--- config.mk ---
export PLATFORM = sky130hd
export DESIGN_NAME = status_flag_update_logic
export DESIGN_NICKNAME = d
export VERILOG_FILES = /design/src/inc/status_flag_pkg.sv /design/src/flag_source_calc.sv /design/src/status_push_reg.sv /design/src/status_flag_update_logic.sv
export SDC_FILE = /design/constraint.sdc
export NUM_CORES = 1
export LEC_CHECK = 0
export BUFFER_PORTS_ARGS = -buffer_cell sky130_fd_sc_hd__buf_2
export CORE_MARGIN = 2
export CORE_UTILIZATION = 44
export DETAILED_ROUTE_END_ITERATION = 8
export GPL_ROUTABILITY_DRIVEN = 0
export PLACE_DENSITY = 0.83
export SLEW_MARGIN = 20
export SYNTH_ARGS = -nofsm -noshare
export SYNTH_HDL_FRONTEND = slang
export SYNTH_SLANG_ARGS = --single-unit
--- constraint.sdc ---
create_clock -name ref_clk -period 3.95 [get_ports ref_clk]
set_input_delay 0.395 -clock ref_clk [delete_from_list [all_inputs] [get_ports ref_clk]]
set_output_delay 0.395 -clock ref_clk [all_outputs]
set_load 0.1 [all_outputs]
--- src/inc/status_flag_pkg.sv ---
// Shared constants and types for the status-word flag logic
package status_flag_pkg;

  // ----------------------------------------------------------------
  // Widths
  // ----------------------------------------------------------------
  localparam int STATUS_W = 8;
  localparam int BYTE_W   = 8;
  localparam int WORD_W   = 16;

  // ----------------------------------------------------------------
  // Status word bit positions
  // ----------------------------------------------------------------
  localparam int BIT_CARRY    = 0;
  localparam int BIT_PAD_LO   = 1;
  localparam int BIT_CHAIN_HL = 2;
  localparam int BIT_CHAIN_A  = 3;
  localparam int BIT_HALF     = 4;
  localparam int BIT_SKIP     = 5;
  localparam int BIT_ZERO     = 6;
  localparam int BIT_PAD_HI   = 7;

  // ----------------------------------------------------------------
  // Reset value and masks
  // ----------------------------------------------------------------
  localparam logic [STATUS_W-1:0] STATUS_RESET  = 8'h00;
  // Bits that hold state; bits 7 and 1 are always zero
  localparam logic [STATUS_W-1:0] LIVE_MASK     = 8'h7d;
  // Flags kept when an instruction does not affect them
  localparam logic [STATUS_W-1:0] PRESERVE_MASK = 8'h51;
  // Single-flag masks
  localparam logic [STATUS_W-1:0] M_CARRY       = 8'h01;
  localparam logic [STATUS_W-1:0] M_CHAIN_HL    = 8'h04;
  localparam logic [STATUS_W-1:0] M_CHAIN_A     = 8'h08;
  localparam logic [STATUS_W-1:0] M_HALF        = 8'h10;
  localparam logic [STATUS_W-1:0] M_SKIP        = 8'h20;
  localparam logic [STATUS_W-1:0] M_ZERO        = 8'h40;
  localparam logic [STATUS_W-1:0] M_NONE        = 8'h00;

  // ----------------------------------------------------------------
  // Instruction flag groups
  // ----------------------------------------------------------------
  typedef enum logic [3:0] {
    GRP_OTHER,
    GRP_ARITH,
    GRP_DECIMAL_ADJ,
    GRP_LOGIC,
    GRP_SKIP_ARITH,
    GRP_TEST_LOGIC,
    GRP_INC_DEC,
    GRP_SHIFT,
    GRP_SHIFT_SKIP,
    GRP_FORCE_CARRY,
    GRP_DROP_CARRY,
    GRP_MOVE_A,
    GRP_MOVE_L,
    GRP_PAIR_LOAD_HL,
    GRP_BIT_TEST,
    GRP_SKIP_RETURN
  } flag_group_type;

endpackage

--- src/flag_source_calc.sv ---
// Raw zero, half-carry and carry sources from the ALU result
`timescale 1ns/1ps
module flag_source_calc (
  // ALU result and carries
  input  wire logic [status_flag_pkg::WORD_W-1:0] alu_result,
  input  wire logic                               word_op,
  input  wire logic                               carry_bit3,
  input  wire logic                               carry_bit7,
  input  wire logic                               carry_bit15,
  // Flag sources
  output logic                                    zero_src,
  output logic                                    half_src,
  output logic                                    carry_src
);

  // ------------------------------------------------------------------
  // Width-dependent sources
  // ------------------------------------------------------------------
  // Byte ops ignore the upper byte, which may hold stale ALU data
  always_comb begin
    if (word_op) begin
      zero_src  = (alu_result == '0);
      carry_src = carry_bit15;
    end else begin
      zero_src  = (alu_result[status_flag_pkg::BYTE_W-1:0] == '0);
      carry_src = carry_bit7;
    end
    half_src = carry_bit3;
  end

endmodule

--- src/status_push_reg.sv ---
// Holds the status word pushed to the stack when an interrupt is taken
`timescale 1ns/1ps
module status_push_reg (
  // Clock and reset
  input  wire logic                                 ref_clk,
  input  wire logic                                 srst,
  // Capture request
  input  wire logic                                 irq_accept,
  input  wire logic [status_flag_pkg::STATUS_W-1:0] status_now,
  // Push towards the stack
  output logic                                      push_valid,
  output logic      [status_flag_pkg::STATUS_W-1:0] push_data
);

  // ------------------------------------------------------------------
  // Push strobe
  // ------------------------------------------------------------------
  // One-cycle pulse; the stack writer must take it in that cycle
  always_ff @(posedge ref_clk) begin
    if (srst) begin
      push_valid <= 1'b0;
    end else begin
      push_valid <= irq_accept;
    end
  end

  // ------------------------------------------------------------------
  // Push data
  // ------------------------------------------------------------------
  // Captures the word as it stood before any same-cycle update
  always_ff @(posedge ref_clk) begin
    if (srst) begin
      push_data <= status_flag_pkg::STATUS_RESET;
    end else if (irq_accept) begin
      push_data <= status_now;
    end
  end

endmodule

--- src/status_flag_update_logic.sv ---
// Status-word flag update logic of an 8-bit controller core
//
// Function
// - Zero flag bit 6 is set for an all-zero result, else cleared.
// - Skip flag bit 5 follows the skip condition of affecting instructions; skip-return sets it.
// - Half-carry bit 4 follows carry out of or borrow into bit 3.
// - Chain flag A bit 3 set by accumulator immediate moves, cleared by others.
// - Chain flag HL bit 2 set by L immediate move or HL pair load.
// - Carry bit 0 follows carry or borrow at bit 7 or bit 15.
// - Arithmetic updates zero, half-carry, carry; clears skip and chain flags.
// - Logical ops update only zero; clear skip and chains; keep carries.
// - Skip-arithmetic and compares update zero, skip, half-carry, carry.
// - Shifts and rotates update only carry; clear skip and chain flags.
// - Bit and flag tests update only skip; clear chains, keep others.
// - Force-carry sets carry, drop-carry clears it; skip and chains cleared.
// - Interrupt pushes whole status word; interrupt return restores it.
// - Reset clears every status bit.
`timescale 1ns/1ps
module status_flag_update_logic (
  // Clock and reset
  input  wire logic                                  ref_clk,
  input  wire logic                                  srst,
  // Instruction retire
  input  wire logic                                  instr_valid,
  input  wire status_flag_pkg::flag_group_type       instr_group,
  input  wire logic                                  word_op,
  // ALU results
  input  wire logic [status_flag_pkg::WORD_W-1:0]    alu_result,
  input  wire logic                                  carry_bit3,
  input  wire logic                                  carry_bit7,
  input  wire logic                                  carry_bit15,
  input  wire logic                                  skip_cond,
  // Interrupt save and restore
  input  wire logic                                  irq_accept,
  input  wire logic                                  reti_valid,
  input  wire logic [status_flag_pkg::STATUS_W-1:0]  restore_data,
  output logic                                       push_valid,
  output logic      [status_flag_pkg::STATUS_W-1:0]  push_data,
  // Status word
  output logic      [status_flag_pkg::STATUS_W-1:0]  status_word
);

  // ------------------------------------------------------------------
  // Group decoding
  // ------------------------------------------------------------------
  // Returns the set of zero, skip, half-carry and carry flags that a
  // group writes; the chain flags are written by every instruction.
  function automatic logic [status_flag_pkg::STATUS_W-1:0] group_affects(
    input status_flag_pkg::flag_group_type grp
  );
    logic [status_flag_pkg::STATUS_W-1:0] m;
    m = status_flag_pkg::M_NONE;
    case (grp)
      status_flag_pkg::GRP_ARITH,
      status_flag_pkg::GRP_DECIMAL_ADJ: begin
        m = status_flag_pkg::M_ZERO | status_flag_pkg::M_HALF | status_flag_pkg::M_CARRY;
      end
      status_flag_pkg::GRP_LOGIC: begin
        m = status_flag_pkg::M_ZERO;
      end
      status_flag_pkg::GRP_SKIP_ARITH: begin
        m = status_flag_pkg::M_ZERO | status_flag_pkg::M_SKIP | status_flag_pkg::M_HALF
          | status_flag_pkg::M_CARRY;
      end
      status_flag_pkg::GRP_TEST_LOGIC: begin
        m = status_flag_pkg::M_ZERO | status_flag_pkg::M_SKIP;
      end
      status_flag_pkg::GRP_INC_DEC: begin
        m = status_flag_pkg::M_ZERO | status_flag_pkg::M_SKIP | status_flag_pkg::M_HALF;
      end
      status_flag_pkg::GRP_SHIFT,
      status_flag_pkg::GRP_FORCE_CARRY,
      status_flag_pkg::GRP_DROP_CARRY: begin
        m = status_flag_pkg::M_CARRY;
      end
      status_flag_pkg::GRP_SHIFT_SKIP: begin
        m = status_flag_pkg::M_SKIP | status_flag_pkg::M_CARRY;
      end
      status_flag_pkg::GRP_BIT_TEST,
      status_flag_pkg::GRP_SKIP_RETURN: begin
        m = status_flag_pkg::M_SKIP;
      end
      default: begin
        m = status_flag_pkg::M_NONE;
      end
    endcase
    return m;
  endfunction

  // ------------------------------------------------------------------
  // Raw flag sources
  // ------------------------------------------------------------------
  logic                                   zero_src;
  logic                                   half_src;
  logic                                   carry_src;
  logic [status_flag_pkg::STATUS_W-1:0]   status_r;
  logic [status_flag_pkg::STATUS_W-1:0]   status_nxt;
  logic [status_flag_pkg::STATUS_W-1:0]   affect_mask;
  logic [status_flag_pkg::STATUS_W-1:0]   calc_word;
  logic                                   carry_val;
  logic                                   skip_val;
  logic                                   chain_a_val;
  logic                                   chain_hl_val;

  flag_source_calc u_calc (
    .alu_result  (alu_result),
    .word_op     (word_op),
    .carry_bit3  (carry_bit3),
    .carry_bit7  (carry_bit7),
    .carry_bit15 (carry_bit15),
    .zero_src    (zero_src),
    .half_src    (half_src),
    .carry_src   (carry_src)
  );

  // ------------------------------------------------------------------
  // Per-group flag values
  // ------------------------------------------------------------------
  // Carry manipulation overrides the ALU carry entirely
  always_comb begin
    case (instr_group)
      status_flag_pkg::GRP_FORCE_CARRY: carry_val = 1'b1;
      status_flag_pkg::GRP_DROP_CARRY:  carry_val = 1'b0;
      default:                          carry_val = carry_src;
    endcase
  end

  // Skip-return always leaves the skip flag set
  always_comb begin
    case (instr_group)
      status_flag_pkg::GRP_SKIP_RETURN: skip_val = 1'b1;
      default:                          skip_val = skip_cond;
    endcase
  end

  // Chain flags; any other instruction clears both
  assign chain_a_val  = (instr_group == status_flag_pkg::GRP_MOVE_A);
  assign chain_hl_val = (instr_group == status_flag_pkg::GRP_MOVE_L)
                     || (instr_group == status_flag_pkg::GRP_PAIR_LOAD_HL);

  // Candidate word built from the fresh sources
  always_comb begin
    calc_word                                = status_flag_pkg::STATUS_RESET;
    calc_word[status_flag_pkg::BIT_ZERO]     = zero_src;
    calc_word[status_flag_pkg::BIT_SKIP]     = skip_val;
    calc_word[status_flag_pkg::BIT_HALF]     = half_src;
    calc_word[status_flag_pkg::BIT_CHAIN_A]  = chain_a_val;
    calc_word[status_flag_pkg::BIT_CHAIN_HL] = chain_hl_val;
    calc_word[status_flag_pkg::BIT_CARRY]    = carry_val;
  end

  assign affect_mask = group_affects(instr_group);

  // ------------------------------------------------------------------
  // Next status word
  // ------------------------------------------------------------------
  // Restore from the stack wins over a retiring instruction, because the
  // return is the last thing the core does in that cycle. Unaffected
  // zero, half-carry and carry are kept; skip and chains fall to zero.
  always_comb begin
    status_nxt = status_r;
    if (reti_valid) begin
      status_nxt = restore_data & status_flag_pkg::LIVE_MASK;
    end else if (instr_valid) begin
      status_nxt = (status_r & ~affect_mask & status_flag_pkg::PRESERVE_MASK)
                 | (calc_word & affect_mask)
                 | (calc_word & (status_flag_pkg::M_CHAIN_A | status_flag_pkg::M_CHAIN_HL));
    end
    status_nxt = status_nxt & status_flag_pkg::LIVE_MASK;
  end

  // ------------------------------------------------------------------
  // Status register
  // ------------------------------------------------------------------
  always_ff @(posedge ref_clk) begin
    if (srst) begin
      status_r <= status_flag_pkg::STATUS_RESET;
    end else begin
      status_r <= status_nxt;
    end
  end

  assign status_word = status_r;

  // ------------------------------------------------------------------
  // Interrupt push
  // ------------------------------------------------------------------
  status_push_reg u_push (
    .ref_clk    (ref_clk),
    .srst       (srst),
    .irq_accept (irq_accept),
    .status_now (status_r),
    .push_valid (push_valid),
    .push_data  (push_data)
  );

  // ------------------------------------------------------------------
  // Assertions
  // ------------------------------------------------------------------
  // Qualifier for an instruction that actually writes the flags; a reset
  // seen on the same edge wins, so that cycle is not a retire
  logic retire_ok;
  assign retire_ok = instr_valid && !reti_valid && !srst;

  a_reset_clears_word: assert property (
    @(posedge ref_clk) srst |=> (status_word == status_flag_pkg::STATUS_RESET))
    else $error("Status word not cleared after reset");

  a_pad_bits_zero: assert property (
    @(posedge ref_clk) disable iff (srst)
    !status_word[status_flag_pkg::BIT_PAD_HI] && !status_word[status_flag_pkg::BIT_PAD_LO])
    else $error("Padding bit of status word is set");

  a_arith_flag_update: assert property (
    @(posedge ref_clk) disable iff (srst)
    retire_ok && instr_group == status_flag_pkg::GRP_ARITH |=>
      status_word[status_flag_pkg::BIT_ZERO] == $past(zero_src)
      && status_word[status_flag_pkg::BIT_HALF] == $past(carry_bit3)
      && !status_word[status_flag_pkg::BIT_SKIP]
      && !status_word[status_flag_pkg::BIT_CHAIN_A]
      && !status_word[status_flag_pkg::BIT_CHAIN_HL])
    else $error("Arithmetic flag update wrong");

  a_zero_from_result: assert property (
    @(posedge ref_clk) disable iff (srst)
    retire_ok && instr_group == status_flag_pkg::GRP_LOGIC && !word_op |=>
      status_word[status_flag_pkg::BIT_ZERO] == ($past(alu_result[status_flag_pkg::BYTE_W-1:0]) == '0))
    else $error("Zero flag does not match byte result");

  a_carry_width_sel: assert property (
    @(posedge ref_clk) disable iff (srst)
    retire_ok && instr_group == status_flag_pkg::GRP_ARITH |=>
      status_word[status_flag_pkg::BIT_CARRY] == ($past(word_op) ? $past(carry_bit15) : $past(carry_bit7)))
    else $error("Carry flag taken from wrong bit");

  a_skip_tracks_cond: assert property (
    @(posedge ref_clk) disable iff (srst)
    retire_ok && (instr_group == status_flag_pkg::GRP_SKIP_ARITH
                  || instr_group == status_flag_pkg::GRP_BIT_TEST) |=>
      status_word[status_flag_pkg::BIT_SKIP] == $past(skip_cond))
    else $error("Skip flag does not follow condition");

  a_skip_arith_all: assert property (
    @(posedge ref_clk) disable iff (srst)
    retire_ok && instr_group == status_flag_pkg::GRP_SKIP_ARITH |=>
      status_word[status_flag_pkg::BIT_HALF] == $past(half_src)
      && status_word[status_flag_pkg::BIT_CARRY] == $past(carry_src)
      && (status_word & (status_flag_pkg::M_CHAIN_A | status_flag_pkg::M_CHAIN_HL)) == '0)
    else $error("Skip-arithmetic flag update wrong");

  a_half_from_bit3: assert property (
    @(posedge ref_clk) disable iff (srst)
    retire_ok && instr_group == status_flag_pkg::GRP_INC_DEC |=>
      status_word[status_flag_pkg::BIT_HALF] == $past(carry_bit3)
      && status_word[status_flag_pkg::BIT_CARRY] == $past(status_word[status_flag_pkg::BIT_CARRY]))
    else $error("Half-carry flag wrong after increment or decrement");

  a_logic_keeps_carry: assert property (
    @(posedge ref_clk) disable iff (srst)
    retire_ok && instr_group == status_flag_pkg::GRP_LOGIC |=>
      $stable(status_word[status_flag_pkg::BIT_HALF]) && $stable(status_word[status_flag_pkg::BIT_CARRY])
      && !status_word[status_flag_pkg::BIT_SKIP])
    else $error("Logical op disturbed carry flags");

  a_shift_only_carry: assert property (
    @(posedge ref_clk) disable iff (srst)
    retire_ok && instr_group == status_flag_pkg::GRP_SHIFT |=>
      status_word[status_flag_pkg::BIT_CARRY] == $past(carry_src)
      && $stable(status_word[status_flag_pkg::BIT_ZERO]) && $stable(status_word[status_flag_pkg::BIT_HALF])
      && !status_word[status_flag_pkg::BIT_SKIP])
    else $error("Shift flag update wrong");

  a_bit_test_skip: assert property (
    @(posedge ref_clk) disable iff (srst)
    retire_ok && instr_group == status_flag_pkg::GRP_BIT_TEST |=>
      ((status_word ^ $past(status_word)) & status_flag_pkg::PRESERVE_MASK) == '0)
    else $error("Bit test changed a kept flag");

  a_force_drop_carry: assert property (
    @(posedge ref_clk) disable iff (srst)
    retire_ok && (instr_group == status_flag_pkg::GRP_FORCE_CARRY
                  || instr_group == status_flag_pkg::GRP_DROP_CARRY) |=>
      status_word[status_flag_pkg::BIT_CARRY] == ($past(instr_group) == status_flag_pkg::GRP_FORCE_CARRY))
    else $error("Carry manipulation gave wrong carry");

  a_chain_a_set: assert property (
    @(posedge ref_clk) disable iff (srst)
    retire_ok |=> status_word[status_flag_pkg::BIT_CHAIN_A]
                  == ($past(instr_group) == status_flag_pkg::GRP_MOVE_A))
    else $error("Chain flag A wrong");

  a_chain_hl_set: assert property (
    @(posedge ref_clk) disable iff (srst)
    retire_ok |=> status_word[status_flag_pkg::BIT_CHAIN_HL]
                  == ($past(instr_group) == status_flag_pkg::GRP_MOVE_L
                      || $past(instr_group) == status_flag_pkg::GRP_PAIR_LOAD_HL))
    else $error("Chain flag HL wrong");

  a_other_clears_skip: assert property (
    @(posedge ref_clk) disable iff (srst)
    retire_ok && instr_group == status_flag_pkg::GRP_OTHER |=>
      (status_word & ~status_flag_pkg::PRESERVE_MASK) == '0
      && ((status_word ^ $past(status_word)) & status_flag_pkg::PRESERVE_MASK) == '0)
    else $error("Unlisted instruction changed flags wrongly");

  a_push_restore: assert property (
    @(posedge ref_clk) disable iff (srst)
    (!srst && irq_accept |=> push_valid && push_data == $past(status_word))
    and (!srst && reti_valid |=> status_word == ($past(restore_data) & status_flag_pkg::LIVE_MASK)))
    else $error("Status push or restore wrong");

  // Sampled reset is excluded too: the edge that releases reset still clears the word
  a_idle_holds_word: assert property (
    @(posedge ref_clk) disable iff (srst)
    !srst && !instr_valid && !reti_valid |=> $stable(status_word))
    else $error("Status word changed with no instruction");

endmodule

==> results_tabular.tex <==
\begin{tabular}{lr}
\hline
Metric & Value \\
\hline
\multicolumn{2}{l}{\textbf{Global route}} \\
\quad Aggregate global-route resource usage & 18.0\% \\
\quad Antenna violations before repair & 0 \\
\quad Via count of the first global-routing pass & 739 \\
\quad Wire length of the first global-routing pass & 2.84 mm \\
\quad Largest net degree at the start of global routing & 16 \\
\quad Overflow left after global routing & 0 \\
\multicolumn{2}{l}{\textbf{Drt}} \\
\quad DRC errors left & 0 \\
\quad Detailed Route WL & 1.96 mm \\
\quad Count of antenna-violating nets left after detailed routing & 0 \\
\quad Detailed-route wire length per cell & 11.9 um \\
\quad DRC marker count from the first detailed-route iteration & 11 \\
\quad Overall via count from detail\_route & 851 \\
\quad Number of vias per cell after detailed routing & 5.16 \\
\quad Number of detailed-routing iterations run before antenna repair & 4 \\
\multicolumn{2}{l}{\textbf{Flow run}} \\
\quad Max-cap violations & 0 \\
\multicolumn{2}{l}{\textbf{Place}} \\
\quad Cell total after placement & 161 \\
\quad Number of buffers added on ports & 48 \\
\quad HPWL reported at the end of detailed placement & 1.54 mm \\
\multicolumn{2}{l}{\textbf{Floorplan}} \\
\quad Total core area & 1750 um2 \\
\quad Vertical extent of the die & 47.5 um \\
\quad Number of ports placed on the die boundary & 55 \\
\quad Number of rows in the core area & 15 \\
\quad Total die area & 2260 um2 \\
\quad Chip Width & 47.5 um \\
\quad Effective utilization at floorplan & 47.7\% \\
\multicolumn{2}{l}{\textbf{Clocking}} \\
\quad Number of buffers added by the clock tree synthesis step & 3 \\
\quad Clock root cell & clkbuf\_4 \\
\quad Post-CTS setup buffer count & 0 \\
\quad Post-CTS sizing & 0 \\
\quad Clock-pin transition on the worst setup and hold timing paths & 0.08 ns \\
\quad H-tree Lvls & 1 \\
\quad CTS tree & yes \\
\quad Worst-skew pair later-pin latency & 0.28 ns \\
\quad Hold-fix buffer count after cts & 0 \\
\quad \# clock sinks & 13 \\
\quad Max clock buf depth & 2 \\
\multicolumn{2}{l}{\textbf{Layout}} \\
\quad Fraction of final layout cells sized beyond drive strength 1 & 41.4\% \\
\quad Final cell count without fillers & 165 \\
\quad Post-layout net count & 184 \\
\quad Post-synthesis to final-layout area growth & 30.2\% \\
\quad Antenna cell count & 0 \\
\quad Fillcell total & 167 \\
\quad Share of the core filled with cells in the final layout & 62.2\% \\
\multicolumn{2}{l}{\textbf{Synthesis}} \\
\quad Most common cell in the synthesized netlist & dfxtp\_1 \\
\quad Average cell area after synthesis & 8.86 um2 \\
\quad Seq/Total Area, Yosys & 31.2\% \\
\quad Number of enable flip-flop cells after synthesis & 0 \\
\quad Number of register bits inferred by synthesis & 13 \\
\quad Number of different library cells in the post-synthesis netlist & 37 \\
\quad Portion of synthesized cell area occupied by the leading cell type & 31.2\% \\
\quad Most used flip-flop cell after synthesis & dfxtp\_1 \\
\quad Dominant cell type by area after synthesis & dfxtp\_1 \\
\quad Share of async-settable or async-resettable flops after synthesis & 0\% \\
\quad Gate Count Post-Synth & 94 \\
\quad Netlist Area Pre-Place & 833 um2 \\
\quad Number of warning messages in the yosys log & 0 \\
\quad Top cells by instance count after synthesis & dfxtp\_1 (13), nor2\_1 (10), mux2i\_1 (8), a21oi\_1 (7), inv\_1 (6) \\
\quad Biggest area contributors in the synthesized netlist & dfxtp\_1 (31\%), mux2i\_1 (9.6\%), ha\_1 (7.5\%), nor2\_1 (4.5\%), a21oi\_1 (4.2\%) \\
\multicolumn{2}{l}{\textbf{Pwr}} \\
\quad Switching power summed over all nets & 147 uW \\
\quad Part of the total power dissipated in sequential elements & 39.4\% \\
\quad Largest vdd supply drop & 183 uV \\
\quad Clock group share of total power & 23.6\% \\
\quad Pleak & 0.000540 uW \\
\quad Switching Fraction & 41.2\% \\
\quad Proportion of power drawn by combinational gates & 37.0\% \\
\quad Pwr/cell area & 330 nW/um2 \\
\quad Total chip power & 358 uW \\
\quad Internal power & 211 uW \\
\multicolumn{2}{l}{\textbf{Critical path}} \\
\quad Crit-path max cell delay & 0.36 ns \\
\quad Worst path slowest cell & ha\_1 \\
\quad Critical Path AT & 1.66 ns \\
\quad Largest driver fanout on the critical path & 4 \\
\quad Ordered cell list for the critical path & buf\_2 -> inv\_1 -> ha\_1 -> nor2\_4 -> a2111oi\_4 -> mux2i\_1 -> a211oi\_2 \\
\quad Crit. End Element & flop \\
\quad Path type of the worst setup path & in -> reg \\
\quad Data required time at the worst endpoint & 4.11 ns \\
\quad Startpoint kind of the worst setup timing path & input pin \\
\multicolumn{2}{l}{\textbf{Timing}} \\
\quad Final setup violation count & 0 \\
\quad Final period utilization & 38.0\% \\
\quad Clock period minus final worst setup slack & 1.50 ns \\
\quad Worst clock skew & 0.00564 ns \\
\quad Slew Limit Fails & 0 \\
\quad Unrepaired setup endpoints after global routing & false \\
\quad Achievable clock frequency & 666 MHz \\
\quad Hold Fails Final Rpt & 0 \\
\quad Hold Worst Slack & 0.355 ns \\
\quad Setup TNS after final layout & 0 ns \\
\multicolumn{2}{l}{\textbf{Worst hold path}} \\
\quad Hold Crit Class & in -> reg \\
\multicolumn{2}{l}{\textbf{Outcome}} \\
\quad Run status & finished, final reports clean \\
\hline
\end{tabular}
==> worst paths after layout <==
| check | from | to | slack, ns | cells past startpoint |
|---|---|---|---|---|
| worst min-delay path | restore_data[3] | status_word[3] | 0.36 | 3 |
| worst max register to register | flop | flop | 3.07 | 3 |
| worst max-delay path | instr_group[1] | flop | 2.45 | 7 |
| worst min register to register | u_push.push_data[6] | u_push.push_data[6] | 0.50 | 2 |
==> placed cells by master (no fill, tap or decap), drive strengths merged, types with 2 or more instances in the layout <==
master and instances:
a31oi 3, a211oi 2, dfxtp 13, conb 4
nand2b 2, o2111ai 2, a21oi 7, nor2 12
clkbuf 4, ha 5, o21ai 2, mux2i 8
nand2 3, buf 48, or4 3, inv 7
==> power groups by stage <==
stage	clock [uW]	sequential (uW)	combinational, uW
floorplan	0	192	57.9
finish	84.5	141	132
detailed placement	0	144	132
global placement	0	144	130
CTS	87.1	141	133
global route	90.7	142	141
==> routing by layer <==
metal | up-vias | wire length, um | global-route usage, %
met3 | 2 | 155 | 3.40
met4 | 0 | 8 | 6.67
li1 | 419 | - | -
met5 | - | 0 | 0
met1 | 391 | 836 | 20.4
met2 | 39 | 959 | 33.0
==> layout make-up <==
type                    instances  area, um2  share of cell area, %
flip-flops and latches         13        260                   24.0
inverters                       7       26.3                   2.42
multi-input cells              68        500                   46.1
well taps                      25       31.3                   2.88
clock buffers                   4       26.3                   2.42
repair buffers                 48        240                   22.1
==> critical path: cells and delay by family <==
family / cells / cell delay [ns]
compound gates: 2 / 0.42
fa+ha+maj: 1 / 0.36
simple gates: 1 / 0.05
buf+inv: 2 / 0.20
mux: 1 / 0.25
==> cell families after synthesis <==
| group | after synthesis | synth area share [%] |
|---|---|---|
| buf+inv | 16 | 10.1 |
| compound gates | 22 | 20.9 |
| other cells | 1 | 0.450 |
| mux | 8 | 9.61 |
| simple gates | 28 | 19.2 |
| flops | 13 | 31.2 |
| xor+xnor | 1 | 1.05 |
| fa+ha+maj | 5 | 7.51 |
==> through the flow <==
step	setup slack (ns)	area (um2)
global placement	2.20	1060
finish	2.45	1080
detailed placement	2.14	1060
CTS	2.44	1080
global route	2.37	1080
floorplan	2.36	845
No activity file was read; power rests on OpenSTA's default activity.
